## src/hw/pts_pkg.sv

```systemverilog
package pts_pkg;

  localparam int PTS_ADDR_W = 8;

  // Register byte offsets
  localparam logic [7:0] PTS_CTRL_OFS = 8'h00;
  localparam logic [7:0] PTS_STEP_OFS = 8'h04;
  localparam logic [7:0] PTS_ADDEND_OFS = 8'h08;
  localparam logic [7:0] PTS_SEC_OFS = 8'h0C;
  localparam logic [7:0] PTS_SUBSEC_OFS = 8'h10;
  localparam logic [7:0] PTS_TGT_SEC_OFS = 8'h14;
  localparam logic [7:0] PTS_TGT_SUB_OFS = 8'h18;
  localparam logic [7:0] PTS_STATUS_OFS = 8'h1C;
  localparam logic [7:0] PTS_CMD_OFS = 8'h20;
  localparam logic [7:0] PTS_WIDTH_OFS = 8'h24;
  localparam logic [7:0] PTS_PERIOD_OFS = 8'h28;

  // Control register fields
  localparam int PTS_CTRL_W = 16;
  localparam int PTS_CB_ENABLE = 0;
  localparam int PTS_CB_FINE = 1;
  localparam int PTS_CB_DECIMAL = 2;
  localparam int PTS_CB_V2 = 3;
  localparam int PTS_CB_FILTER = 4;
  localparam int PTS_CB_UDP4 = 5;
  localparam int PTS_CB_UDP6 = 6;
  localparam int PTS_CB_RAW = 7;
  localparam int PTS_CB_ALLRX = 8;
  localparam int PTS_CB_SEL_LO = 9;
  localparam int PTS_CB_CMDMODE = 12;
  localparam int PTS_CB_USE_LO = 13;
  localparam int PTS_CB_ARM = 15;
  localparam logic [15:0] PTS_CTRL_RST = 16'h0000;

  // Status flag positions
  localparam int PTS_SB_SECWRAP = 0;
  localparam int PTS_SB_TGTHIT = 1;

  // Subsecond wrap limits
  localparam logic [31:0] PTS_DECIMAL_LIMIT = 32'h3BA9C9FF;
  localparam logic [31:0] PTS_BINARY_LIMIT = 32'h7FFFFFFF;

  // Pulse commands
  localparam logic [2:0] PTS_CMD_NOOP = 3'h0;
  localparam logic [2:0] PTS_CMD_ONE_PULSE = 3'h1;
  localparam logic [2:0] PTS_CMD_BEGIN_TRAIN = 3'h2;
  localparam logic [2:0] PTS_CMD_ABORT_BEGIN = 3'h3;
  localparam logic [2:0] PTS_CMD_END_AT_TARGET = 3'h4;
  localparam logic [2:0] PTS_CMD_END_IMMEDIATELY = 3'h5;
  localparam logic [2:0] PTS_CMD_ABORT_END = 3'h6;

  // Target use
  localparam logic [1:0] PTS_USE_INT = 2'h0;
  localparam logic [1:0] PTS_USE_PULSE = 2'h1;
  localparam logic [1:0] PTS_USE_BOTH = 2'h2;

  // Pending start kinds
  localparam logic [1:0] PTS_PEND_NONE = 2'h0;
  localparam logic [1:0] PTS_PEND_ONE = 2'h1;
  localparam logic [1:0] PTS_PEND_TRAIN = 2'h2;

  // Message selection codes
  localparam logic [2:0] PTS_SEL_SYNC_FU_DREQ_DRESP = 3'h0;
  localparam logic [2:0] PTS_SEL_SYNC = 3'h1;
  localparam logic [2:0] PTS_SEL_DREQ = 3'h2;
  localparam logic [2:0] PTS_SEL_ALL = 3'h3;
  localparam logic [2:0] PTS_SEL_SYNC_PEER = 3'h4;
  localparam logic [2:0] PTS_SEL_DREQ_PEER = 3'h5;
  localparam logic [2:0] PTS_SEL_PEER = 3'h6;

  // Message type codes carried in the frame
  localparam logic [3:0] PTS_MSG_SYNC = 4'h0;
  localparam logic [3:0] PTS_MSG_DREQ = 4'h1;
  localparam logic [3:0] PTS_MSG_PDREQ = 4'h2;
  localparam logic [3:0] PTS_MSG_PDRESP = 4'h3;
  localparam logic [3:0] PTS_MSG_FOLLOW = 4'h8;
  localparam logic [3:0] PTS_MSG_DRESP = 4'h9;

  // Protocol version values
  localparam logic [3:0] PTS_VER_1 = 4'h1;
  localparam logic [3:0] PTS_VER_2 = 4'h2;

  typedef enum logic [1:0] {
    PTS_ENC_RAW = 2'h0,
    PTS_ENC_UDP4 = 2'h1,
    PTS_ENC_UDP6 = 2'h2,
    PTS_ENC_OTHER = 2'h3
  } pts_encap_t;

  typedef enum logic [2:0] {
    PTS_PG_IDLE = 3'b001,
    PTS_PG_HIGH = 3'b010,
    PTS_PG_LOW = 3'b100
  } pts_pg_state_t;

  typedef struct packed {
    logic valid;
    logic rx;
    pts_encap_t encap;
    logic [3:0] msg_type;
    logic [3:0] version;
    logic dst_match;
  } pts_frame_t;

  typedef struct packed {
    logic valid;
    logic drop;
    logic [31:0] sec;
    logic [31:0] subsec;
  } pts_stamp_t;

endpackage

```

## src/hw/pts_time_core.sv

```systemverilog
`timescale 1ns/1ps
module pts_time_core
  import pts_pkg::*;
(
  input wire logic clk_i,
  input wire logic rst_i,
  input wire logic psel_i,
  input wire logic penable_i,
  input wire logic pwrite_i,
  input wire logic [PTS_ADDR_W-1:0] paddr_i,
  input wire logic [31:0] pwdata_i,
  output logic [31:0] prdata_o,
  output logic pready_o,
  output logic pslverr_o,
  input wire pts_frame_t frame_i,
  output pts_stamp_t stamp_o,
  output logic pulse_output_o,
  output logic time_event_summary_o
);

  typedef struct packed {
    logic [PTS_CTRL_W-1:0] ctrl;
    logic [31:0] step;
    logic [31:0] addend;
    logic [31:0] acc;
    logic [31:0] sec;
    logic [31:0] subsec;
    logic [31:0] tgt_sec;
    logic [31:0] tgt_sub;
    logic [1:0] flags;
    logic [1:0] pend_start;
    logic pend_stop;
    pts_pg_state_t pg;
    logic train;
    logic [31:0] pcnt;
    logic [31:0] width;
    logic [31:0] period;
    logic pulse;
    pts_stamp_t stamp;
    logic [31:0] prdata;
    logic pready;
    logic pslverr;
    logic summary;
  } pts_state_t;

  pts_state_t state_reg;
  pts_state_t state_next;

  ////////////////////////////////////////////////////////////////////////////
  // Combinational helpers

  logic ts_on;
  logic fine;
  logic [32:0] acc_sum;
  logic tick;
  logic [31:0] limit;
  logic [32:0] sub_sum;
  logic wrap;
  logic reached;
  logic fire;
  logic fire_int;
  logic fire_pulse;
  logic cmd_mode;
  logic [2:0] sel;
  logic enc_ok;
  logic ver_ok;
  logic msg_ok;
  logic ptp_ok;
  logic addr_ok;
  logic setup;
  logic access;
  logic wr;
  logic rd;
  logic mapped;
  logic [31:0] pcnt_inc;

  assign ts_on = state_reg.ctrl[PTS_CB_ENABLE];
  assign fine = state_reg.ctrl[PTS_CB_FINE];
  assign cmd_mode = state_reg.ctrl[PTS_CB_CMDMODE];
  assign sel = state_reg.ctrl[PTS_CB_SEL_LO +: 3];
  assign acc_sum = {1'b0, state_reg.acc} + {1'b0, state_reg.addend};
  assign tick = ts_on & (~fine | acc_sum[32]);
  assign limit = state_reg.ctrl[PTS_CB_DECIMAL] ? PTS_DECIMAL_LIMIT : PTS_BINARY_LIMIT;
  assign sub_sum = {1'b0, state_reg.subsec} + {1'b0, state_reg.step};
  assign wrap = sub_sum > {1'b0, limit};
  assign reached = {state_reg.sec, state_reg.subsec} >= {state_reg.tgt_sec, state_reg.tgt_sub};
  assign fire = state_reg.ctrl[PTS_CB_ARM] & reached;
  assign fire_int = fire & (state_reg.ctrl[PTS_CB_USE_LO +: 2] != PTS_USE_PULSE);
  assign fire_pulse = fire & (state_reg.ctrl[PTS_CB_USE_LO +: 2] != PTS_USE_INT);
  assign pcnt_inc = state_reg.pcnt + 32'h00000001;

  // Frame classification
  always_comb
  begin
    unique case (frame_i.encap)
      PTS_ENC_RAW: enc_ok = state_reg.ctrl[PTS_CB_RAW];
      PTS_ENC_UDP4: enc_ok = state_reg.ctrl[PTS_CB_UDP4];
      PTS_ENC_UDP6: enc_ok = state_reg.ctrl[PTS_CB_UDP6];
      default: enc_ok = 1'b0;
    endcase
    ver_ok = frame_i.version == (state_reg.ctrl[PTS_CB_V2] ? PTS_VER_2 : PTS_VER_1);
    case (sel)
      PTS_SEL_SYNC_FU_DREQ_DRESP: msg_ok = frame_i.msg_type inside {PTS_MSG_SYNC, PTS_MSG_FOLLOW,
                                                                    PTS_MSG_DREQ, PTS_MSG_DRESP};
      PTS_SEL_SYNC: msg_ok = frame_i.msg_type == PTS_MSG_SYNC;
      PTS_SEL_DREQ: msg_ok = frame_i.msg_type == PTS_MSG_DREQ;
      PTS_SEL_ALL: msg_ok = 1'b1;
      PTS_SEL_SYNC_PEER: msg_ok = frame_i.msg_type inside {PTS_MSG_SYNC, PTS_MSG_PDREQ, PTS_MSG_PDRESP};
      PTS_SEL_DREQ_PEER: msg_ok = frame_i.msg_type inside {PTS_MSG_DREQ, PTS_MSG_PDREQ, PTS_MSG_PDRESP};
      PTS_SEL_PEER: msg_ok = frame_i.msg_type inside {PTS_MSG_PDREQ, PTS_MSG_PDRESP};
      default: msg_ok = 1'b0;
    endcase
    ptp_ok = enc_ok & ver_ok;
    addr_ok = ~state_reg.ctrl[PTS_CB_FILTER] | frame_i.dst_match;
  end

  // APB decode
  assign setup = psel_i & ~penable_i;
  assign access = psel_i & penable_i & state_reg.pready;
  assign wr = access & pwrite_i;
  assign rd = access & ~pwrite_i;
  always_comb
  begin
    case (paddr_i)
      PTS_CTRL_OFS, PTS_STEP_OFS, PTS_ADDEND_OFS, PTS_SEC_OFS, PTS_SUBSEC_OFS, PTS_TGT_SEC_OFS,
      PTS_TGT_SUB_OFS, PTS_STATUS_OFS, PTS_CMD_OFS, PTS_WIDTH_OFS, PTS_PERIOD_OFS: mapped = 1'b1;
      default: mapped = 1'b0;
    endcase
  end

  ////////////////////////////////////////////////////////////////////////////
  // Next state

  always_comb
  begin
    state_next = state_reg;
    state_next.stamp.valid = 1'b0;
    state_next.stamp.drop = 1'b0;

    // Time base
    if (ts_on && fine)
    begin
      state_next.acc = acc_sum[31:0];
    end
    if (tick)
    begin
      if (wrap)
      begin
        state_next.subsec = 32'(sub_sum - ({1'b0, limit} + 33'h000000001));
        state_next.sec = state_reg.sec + 32'h00000001;
        if (state_reg.sec == 32'hFFFFFFFF)
        begin
          state_next.flags[PTS_SB_SECWRAP] = 1'b1;
        end
      end
      else
      begin
        state_next.subsec = sub_sum[31:0];
      end
    end

    // Target comparison
    if (fire)
    begin
      state_next.ctrl[PTS_CB_ARM] = 1'b0;
    end

    // Pulse generator, advancing on update ticks
    if (tick)
    begin
      unique case (state_reg.pg)
        PTS_PG_IDLE:
        begin
          state_next.pulse = 1'b0;
        end
        PTS_PG_HIGH:
        begin
          state_next.pcnt = pcnt_inc;
          if (pcnt_inc >= state_reg.width)
          begin
            state_next.pulse = 1'b0;
            state_next.pg = state_reg.train ? PTS_PG_LOW : PTS_PG_IDLE;
          end
        end
        PTS_PG_LOW:
        begin
          state_next.pcnt = pcnt_inc;
          if (pcnt_inc >= state_reg.period)
          begin
            state_next.pcnt = 32'h00000000;
            state_next.pulse = 1'b1;
            state_next.pg = PTS_PG_HIGH;
          end
        end
      endcase
    end

    // Pending commands taken at the target
    if (fire_pulse && cmd_mode)
    begin
      if (state_reg.pend_stop)
      begin
        state_next.pend_stop = 1'b0;
        state_next.pg = PTS_PG_IDLE;
        state_next.pulse = 1'b0;
        state_next.train = 1'b0;
      end
      if (state_reg.pend_start != PTS_PEND_NONE)
      begin
        state_next.pend_start = PTS_PEND_NONE;
        state_next.pg = PTS_PG_HIGH;
        state_next.pulse = 1'b1;
        state_next.pcnt = 32'h00000000;
        state_next.train = state_reg.pend_start == PTS_PEND_TRAIN;
      end
    end

    // Frame stamping
    if (frame_i.valid && ts_on)
    begin
      if ((frame_i.rx && state_reg.ctrl[PTS_CB_ALLRX]) || (ptp_ok && msg_ok && addr_ok))
      begin
        state_next.stamp.valid = 1'b1;
        state_next.stamp.sec = state_reg.sec;
        state_next.stamp.subsec = state_reg.subsec;
      end
      state_next.stamp.drop = ptp_ok & ~addr_ok;
    end

    // APB slave: ready rises in the access cycle after setup
    state_next.pready = setup;
    if (setup)
    begin
      state_next.pslverr = ~mapped;
      case (paddr_i)
        PTS_CTRL_OFS: state_next.prdata = {16'h0000, state_reg.ctrl};
        PTS_STEP_OFS: state_next.prdata = state_reg.step;
        PTS_ADDEND_OFS: state_next.prdata = state_reg.addend;
        PTS_SEC_OFS: state_next.prdata = state_reg.sec;
        PTS_SUBSEC_OFS: state_next.prdata = state_reg.subsec;
        PTS_TGT_SEC_OFS: state_next.prdata = state_reg.tgt_sec;
        PTS_TGT_SUB_OFS: state_next.prdata = state_reg.tgt_sub;
        PTS_STATUS_OFS: state_next.prdata = {30'h00000000, state_next.flags[PTS_SB_TGTHIT] | fire_int,
                                             state_next.flags[PTS_SB_SECWRAP]};
        PTS_CMD_OFS: state_next.prdata = {26'h0000000, state_reg.pg == PTS_PG_IDLE, state_reg.pulse,
                                          state_reg.train, state_reg.pend_stop, state_reg.pend_start};
        PTS_WIDTH_OFS: state_next.prdata = state_reg.width;
        PTS_PERIOD_OFS: state_next.prdata = state_reg.period;
        default: state_next.prdata = 32'h00000000;
      endcase
    end
    if (access)
    begin
      state_next.pslverr = 1'b0;
    end

    // Status is captured at setup and cleared at access; a flag set at the access edge survives
    if (rd && paddr_i == PTS_STATUS_OFS)
    begin
      state_next.flags = 2'b00;
    end
    if (fire_int)
    begin
      state_next.flags[PTS_SB_TGTHIT] = 1'b1;
    end
    if (tick && wrap && state_reg.sec == 32'hFFFFFFFF)
    begin
      state_next.flags[PTS_SB_SECWRAP] = 1'b1;
    end

    if (wr)
    begin
      case (paddr_i)
        PTS_CTRL_OFS: state_next.ctrl = pwdata_i[PTS_CTRL_W-1:0];
        PTS_STEP_OFS: state_next.step = pwdata_i;
        PTS_ADDEND_OFS: state_next.addend = pwdata_i;
        PTS_SEC_OFS: state_next.sec = pwdata_i;
        PTS_SUBSEC_OFS: state_next.subsec = pwdata_i;
        PTS_TGT_SEC_OFS: state_next.tgt_sec = pwdata_i;
        PTS_TGT_SUB_OFS: state_next.tgt_sub = pwdata_i;
        PTS_WIDTH_OFS: state_next.width = pwdata_i;
        PTS_PERIOD_OFS: state_next.period = pwdata_i;
        PTS_CMD_OFS:
        begin
          if (cmd_mode)
          begin
            unique case (pwdata_i[2:0])
              PTS_CMD_NOOP:
              begin
              end
              PTS_CMD_ONE_PULSE: state_next.pend_start = PTS_PEND_ONE;
              PTS_CMD_BEGIN_TRAIN: state_next.pend_start = PTS_PEND_TRAIN;
              PTS_CMD_ABORT_BEGIN:
              begin
                if (!reached)
                begin
                  state_next.pend_start = PTS_PEND_NONE;
                end
              end
              PTS_CMD_END_AT_TARGET: state_next.pend_stop = 1'b1;
              PTS_CMD_END_IMMEDIATELY:
              begin
                state_next.pg = PTS_PG_IDLE;
                state_next.pulse = 1'b0;
                state_next.train = 1'b0;
              end
              PTS_CMD_ABORT_END:
              begin
                if (!reached)
                begin
                  state_next.pend_stop = 1'b0;
                end
              end
              default:
              begin
              end
            endcase
          end
        end
        default:
        begin
        end
      endcase
    end

    state_next.summary = |state_next.flags;
  end

  ////////////////////////////////////////////////////////////////////////////
  // State register

  always_ff @(posedge clk_i)
  begin
    if (rst_i)
    begin
      state_reg <= '0;
      state_reg.ctrl <= PTS_CTRL_RST;
      state_reg.pg <= PTS_PG_IDLE;
    end
    else
    begin
      state_reg <= state_next;
    end
  end

  assign prdata_o = state_reg.prdata;
  assign pready_o = state_reg.pready;
  assign pslverr_o = state_reg.pslverr;
  assign stamp_o = state_reg.stamp;
  assign pulse_output_o = state_reg.pulse;
  assign time_event_summary_o = state_reg.summary;

endmodule

```

## config.mk

```make
export PLATFORM = sky130hd
export DESIGN_NAME = pts_time_core
export DESIGN_NICKNAME = d
export VERILOG_FILES = /design/src/hw/pts_pkg.sv /design/src/hw/pts_time_core.sv
export SDC_FILE = /design/constraint.sdc
export NUM_CORES = 1
export LEC_CHECK = 0
export BUFFER_PORTS_ARGS = -buffer_cell sky130_fd_sc_hd__buf_2
export CORE_MARGIN = 2
export CORE_UTILIZATION = 40
export DETAILED_ROUTE_END_ITERATION = 12
export SYNTH_ARGS = -nofsm -noshare
export SYNTH_HDL_FRONTEND = slang
export SYNTH_SLANG_ARGS = --single-unit
```

## constraint.sdc

```tcl
create_clock -name clk_i -period 7 [get_ports clk_i]
set_clock_uncertainty 0.05 [all_clocks]
set_input_delay 0.7 -clock clk_i [delete_from_list [all_inputs] [get_ports clk_i]]
set_output_delay 0.7 -clock clk_i [all_outputs]
set_load 0.03 [all_outputs]
```

==> out/results.ini, run 1 <==
[status]
status=finished, final reports clean

[power_and_ir_drop]
power_frac_comb_pct=3.1
power_density_mw_per_mm2=188
p_leak_nw=11.7
power_mw=5.68
p_switching_mw=1.33
clkPwrFrac_pct=52.0
switching_share_pct=23.4
peakVddDrop_mv=0.145
seqPwrFrac_pct=44.9
p_int_mw=4.35

[timing]
setup_viol=0
worst_hold_slack_ns=0.321
rsz0062_at_grt=false
hold_violations=0
slew_violations=0
slew_headroom_pct=24.9
period_needed_ns=6.39
min_period_over_period_pct=91.3
fin_tns_setup_ns=0
max_freq_ghz=0.156
max_slew.worst_pin.slew_ns=1.12

[grt]
grt_overflow=0
grt_max_degree=107
grt_pass1_vias=23800
track_usage_pct=28.1
grt_pass1_wl_um=152000
grt_antenna_before_repair=2

[synthesis]
ys_seq_area_share_pct=32.4
ys_types=79
postSynthCellCount=3592
yosys_warnings=0
syn_avg_cell_area_um2=7.69
synthFlopType=dfxtp_1
ys_ff_latch=447
synth-edff-count=0
syn_nets=3857
synthArstFlopShare_pct=0
synth.cell_area_mm2=0.0276

[routing]
viasPerCell=5.91
drtPass1Iterations=6
wl_um=103000
wl_per_cell_um=23.1
drt-initial-drc-count=2772
drc=0
drtAntennaViolNets=0
vias=26300

[critical_path]
arrival_ns=6.86
crit_path_max_incr_delay_ns=0.84
cp.required_ns=7.46
path_cells=ha_1, inv_1, fa_1, nand2b_1, a211o_1, a21oi_1, nor2_1, o21ai_0, inv_1, ha_1, nand3_1, nor3b_1, nand4_1, nor4_1, nand4_1, nor4_1, or4_1, a31oi_2, or4_1, or4_1, a311oi_1
setup.worst_path.class=reg2reg
cp-end-kind=flip-flop
critPathLaunchType=flip-flop
cp_common_cell=or4_1
cp_max_fo=17
slowest_stage=or4_1

[clock_network]
ctsHoldBuffers=0
cts-root-buf=clkbuf_16
numCtsBuffers=52
cts_post_setup_buffers_inserted=0
tritoncts=yes
cts.sinks=447
clk_pin_slew_ns=0.06
clk_latency_ns=0.62
cts.path.max_buffers=3
cts_resized=0
cts_htree_levels=2

[floorplanning]
ioPinCount=160
die-area_mm2=0.0712
die_w_um=267
rows=96
coreArea_mm2=0.0685
die-height_um=267
start_util_pct=40.3

[cells_and_area]
multi_input_area_mm2=0.0165
layout.cells.most_common_list=626 x nand2_1, 447 x dfxtp_1, 381 x a21oi_1, 260 x nor2_1, 204 x ha_1
mostFrequentLayoutCell=nand2_1
ff_latch_area_mm2=0.00895
finish.utilization_pct=44.1
nets=3789
drive_gt1_share_pct=9.64
largest_reg_flops=340
area_growth_pct=9.30
fillers=6921
fin_cells=4451

[worst_hold_path]
hold_class=in2reg

[placed_design]
dp.cells=4352
post-dp-hpwl_um=75800
gp_congestion=0.928
io_buffers=159

[flow_run]
drv_cap=0

[power by group through the flow]
stage                     registers, mW  logic [mW]  clock network, mW
after detailed placement           2.61       0.171                  0
after CTS                          2.55       0.171               2.98
after global placement             2.61       0.171                  0
after global routing               2.55       0.180               3.08
final                              2.55       0.175               2.95
after floorplan                    2.61      0.0966                  0
[final cells by class]
type	count	share of cell area, %
multi-input combinational	2643	54.5
clock buffer	74	5.16
sequential	447	29.6
timing repair buffer	209	3.91
antenna	1	0.00829
clock inverter	24	0.970
tap	882	3.66
inverter	171	2.13
[metal layers]
layer / wire, µm / track usage [%]
met1: 46200 / 40.3
met2: 43600 / 42.3
met3: 9170 / 4.16
met4: 4050 / 10.6
met5: 0 / 0
[critical path, delay by kind of cell, from the launching register on]
family | cells | cell delay, ns
buf+inv | 2 | 0.17
simple gates | 11 | 3.50
fa+ha+maj | 3 | 0.93
compound gates | 5 | 1.23
flops | 1 | 0.41
[final timing paths]
| kind | startpoint | endpoint | slack (ns) | cells past startpoint |
|---|---|---|---|---|
| worst min-delay path | frame_i[0] | stamp_o[64] | 0.32 | 3 |
| worst max-delay path | state_reg[271] | state_reg[332] | 0.61 | 21 |
| worst max register to register | state_reg[271] | state_reg[332] | 0.61 | 21 |
| worst min register to register | state_reg[360] | state_reg[360] | 0.40 | 2 |
[synthesized netlist by cell type, types with 14 or more instances]
cell type / number / area (µm²)
nand2_1: 627 / 2350
dfxtp_1: 447 / 8950
a21oi_1: 382 / 1910
nor2_1: 267 / 1000
ha_1: 204 / 2550
clkbuf_1: 192 / 721
inv_1: 171 / 642
o21ai_0: 128 / 641
mux2i_1: 105 / 1050
buf_4: 98 / 736
a21o_1: 91 / 683
nand3_1: 68 / 340
xnor2_1: 61 / 534
a31oi_1: 50 / 313
nand4_1: 47 / 294
nor3_1: 44 / 220
and3_1: 42 / 263
a221oi_1: 39 / 342
xor2_1: 36 / 315
a211oi_1: 31 / 233
a22oi_1: 29 / 218
nor4_1: 27 / 169
o31ai_1: 27 / 203
nand2b_1: 24 / 150
a222oi_1: 23 / 230
nand3b_1: 22 / 165
a311oi_1: 21 / 184
o211ai_1: 21 / 158
or4_1: 21 / 158
nor2b_1: 19 / 119
and2_1: 16 / 100
o21a_1: 16 / 120
buf_2: 15 / 75.1
nor3b_1: 14 / 105
o21ai_1: 14 / 70.1
[logic make-up (layout without fill, tap and decap cells)]
logic type,Yosys count,after routing,synth area share [%]
buffers and inverters,502,478,8.34
XOR/XNOR,98,98,3.14
AO/OA/AOI/OAI,952,952,21.9
AND/OR/NAND/NOR,1280,1280,21.0
adder cells (fa/ha/maj),207,207,9.46
multiplexers,106,106,3.85
other,0,1,0
flip-flops,447,447,32.4
[through the flow]
stage,cell area [µm²],worst slack [ns]
floorplan,27600,1.66
global placement,28300,0.824
detailed placement,28300,0.720
CTS,30200,0.724
global route,30200,0.141
finish,30200,0.609
No activity file was read; power rests on OpenSTA's default activity.
==> run 2: changes to the inputs <==
Settings changed: CELL_PAD_IN_SITES_DETAIL_PLACEMENT set to 0, CELL_PAD_IN_SITES_GLOBAL_PLACEMENT set to 1, PLACE_DENSITY_LB_ADDON set to 0.1, TNS_END_PERCENT set to 30.
==> out/results.ini, run 2 (synthesized netlist as in run 1, its figures left out) <==
[cells_and_area]
mostFrequentLayoutCell=nand2_1
final_cell_area_mm2=0.0302  ; about the same
fillers=6970  ; +0.71%
nets=3787  ; -0.053%
drive_gt1_share_pct=9.70  ; +0.056 points
area_growth_pct=9.30  ; about the same
layout.cells.most_common_list=624 x nand2_1, 447 x dfxtp_1, 382 x a21oi_1, 260 x nor2_1, 204 x ha_1
largest_reg_flops=340  ; unchanged

[clock_network]
cts.path.max_buffers=3  ; unchanged
cts-root-buf=clkbuf_16
cts.sinks=447  ; unchanged
cts_htree_levels=2  ; unchanged
tritoncts=yes
numCtsBuffers=56  ; +7.7%
clk_pin_slew_ns=0.06  ; about the same
clk_latency_ns=0.63  ; about the same
cts_resized=0  ; unchanged
cts_post_setup_buffers_inserted=0  ; unchanged
ctsHoldBuffers=0  ; unchanged

[placed_design]
gp_congestion=0.921  ; -0.84%
post-dp-hpwl_um=78600  ; +3.7%
io_buffers=159  ; unchanged
dpl-instance-area_mm2=0.0283  ; -0.19%

[grt]
grt_max_degree=99  ; -7.5%
grt_pass1_wl_um=158000  ; +4.1%
track_usage_pct=29.3  ; +1.2 points
grt_overflow=0  ; unchanged
grt_antenna_before_repair=2  ; unchanged
grt_pass1_vias=24900  ; +4.7%

[routing]
viasPerCell=5.87  ; -0.69%
drtPass1Iterations=6  ; unchanged
vias=26100  ; -0.69%
drc=0  ; unchanged
wl_per_cell_um=23.9  ; +3.2%
wl_um=106000  ; +3.2%
drt-initial-drc-count=2548  ; -8.1%
drtAntennaViolNets=0  ; unchanged

[floorplanning]
die_w_um=267  ; unchanged
start_util_pct=40.3  ; unchanged
die-area_mm2=0.0712  ; unchanged
coreArea_mm2=0.0685  ; unchanged
rows=96  ; unchanged
ioPinCount=160  ; unchanged
die-height_um=267  ; unchanged

[flow_run]
drv_cap=0  ; unchanged

[critical_path]
cp.required_ns=7.47  ; about the same
setup.worst_path.class=reg2reg
cp-end-kind=flip-flop
arrival_ns=6.96  ; +0.10 ns
critPathLaunchType=flip-flop
cp_max_fo=17  ; unchanged

[power_and_ir_drop]
clkPwrFrac_pct=52.5  ; +0.5 points
p_int_mw=4.36  ; +0.15%
p_switching_mw=1.38  ; +3.3%
switching_share_pct=24.0  ; +0.56 points
seqPwrFrac_pct=44.5  ; -0.4 points
power_density_mw_per_mm2=190  ; +0.89%
p_leak_nw=11.6  ; -0.27%
peakVddDrop_mv=0.173  ; +19%
power_frac_comb_pct=3.0  ; about the same

[timing]
slew_violations=0  ; unchanged
rsz0062_at_grt=false
fin_tns_setup_ns=0  ; unchanged
setup_viol=0  ; unchanged
slew_headroom_pct=16.6  ; -8.4 points
min_period_over_period_pct=92.6  ; +1.3 points
max_slew.worst_pin.slew_ns=1.25  ; +0.133 ns
max_freq_ghz=0.154  ; -1.4%
period_needed_ns=6.48  ; +0.0940 ns
hold_violations=0  ; unchanged

[worst_hold_path]
hold_class=in2reg

[status]
status=finished, final reports clean

run 2: power groups by stage:
stage | combinational (mW) | clock [mW] | sequential [mW]
CTS | 0.169 | 3.06 | 2.55
floorplan | 0.0966 | 0 | 2.61
global placement | 0.168 | 0 | 2.61
global route | 0.180 | 3.16 | 2.55
detailed placement | 0.169 | 0 | 2.61
finish | 0.172 | 3.01 | 2.55
run 2: critical path, stage by stage, from the launching register on:
cell	delay, ns
dfxtp_1	0.42
ha_1	0.23
inv_1	0.06
fa_1	0.40
nand2b_1	0.19
a211o_1	0.33
a211oi_2	0.27
o21ai_1	0.26
a21boi_0	0.34
o21a_1	0.17
o21ai_0	0.07
nand2b_1	0.12
a21oi_1	0.09
xnor2_1	0.16
ha_1	0.33
o2111ai_1	0.20
nor4b_4	0.45
a211oi_1	0.15
a41oi_2	0.30
a31oi_2	0.15
or4_1	0.79
or4_1	0.55
a311oi_1	0.29
run 2: worst paths after layout:
path,from,end,slack (ns),depth (start not counted)
max,state_reg[271],state_reg[334],0.52,22
min,frame_i[0],stamp_o[64],0.33,3
max reg2reg,state_reg[271],state_reg[334],0.52,22
min reg2reg,state_reg[342],state_reg[342],0.40,2
run 2: area by class of cell:
cell class	count	area [µm²]	area share (%)
multi-input cells	2643	16400	54.5
flip-flops and latches	447	8950	29.6
clock buffers	76	1630	5.39
repair buffers	203	1140	3.76
well taps	882	1100	3.66
inverters	171	642	2.13
clock inverters	28	275	0.912
diodes	1	2.50	0.00829
run 2: per-stage QoR:
stage / hold slack [ns] / instances / setup WS (ns) / total power, mW / util [%]
2_1_floorplan: 0.386 / 3592 / 1.66 / 2.70 / -
3_3_place_gp: 0.393 / 4346 / 0.776 / 2.78 / 41.3
3_5_place_dp: 0.399 / 4346 / 0.582 / 2.78 / 41.3
4_1_cts: 0.299 / 4450 / 0.533 / 5.79 / 44.1
5_1_grt: 0.337 / 4450 / 0.102 / 5.90 / 44.1
6_report: 0.330 / 4451 / 0.515 / 5.73 / 44.1
run 2: metal layers:
layer | vias up | share of wire (%) | GRT usage (%)
li1 | 12500 | - | -
met2 | 809 | 45 | 47.2
met5 | - | 0 | 0
met1 | 12700 | 45 | 40.8
met3 | 135 | 6.8 | 4.68
met4 | 0 | 2.2 | 6.97
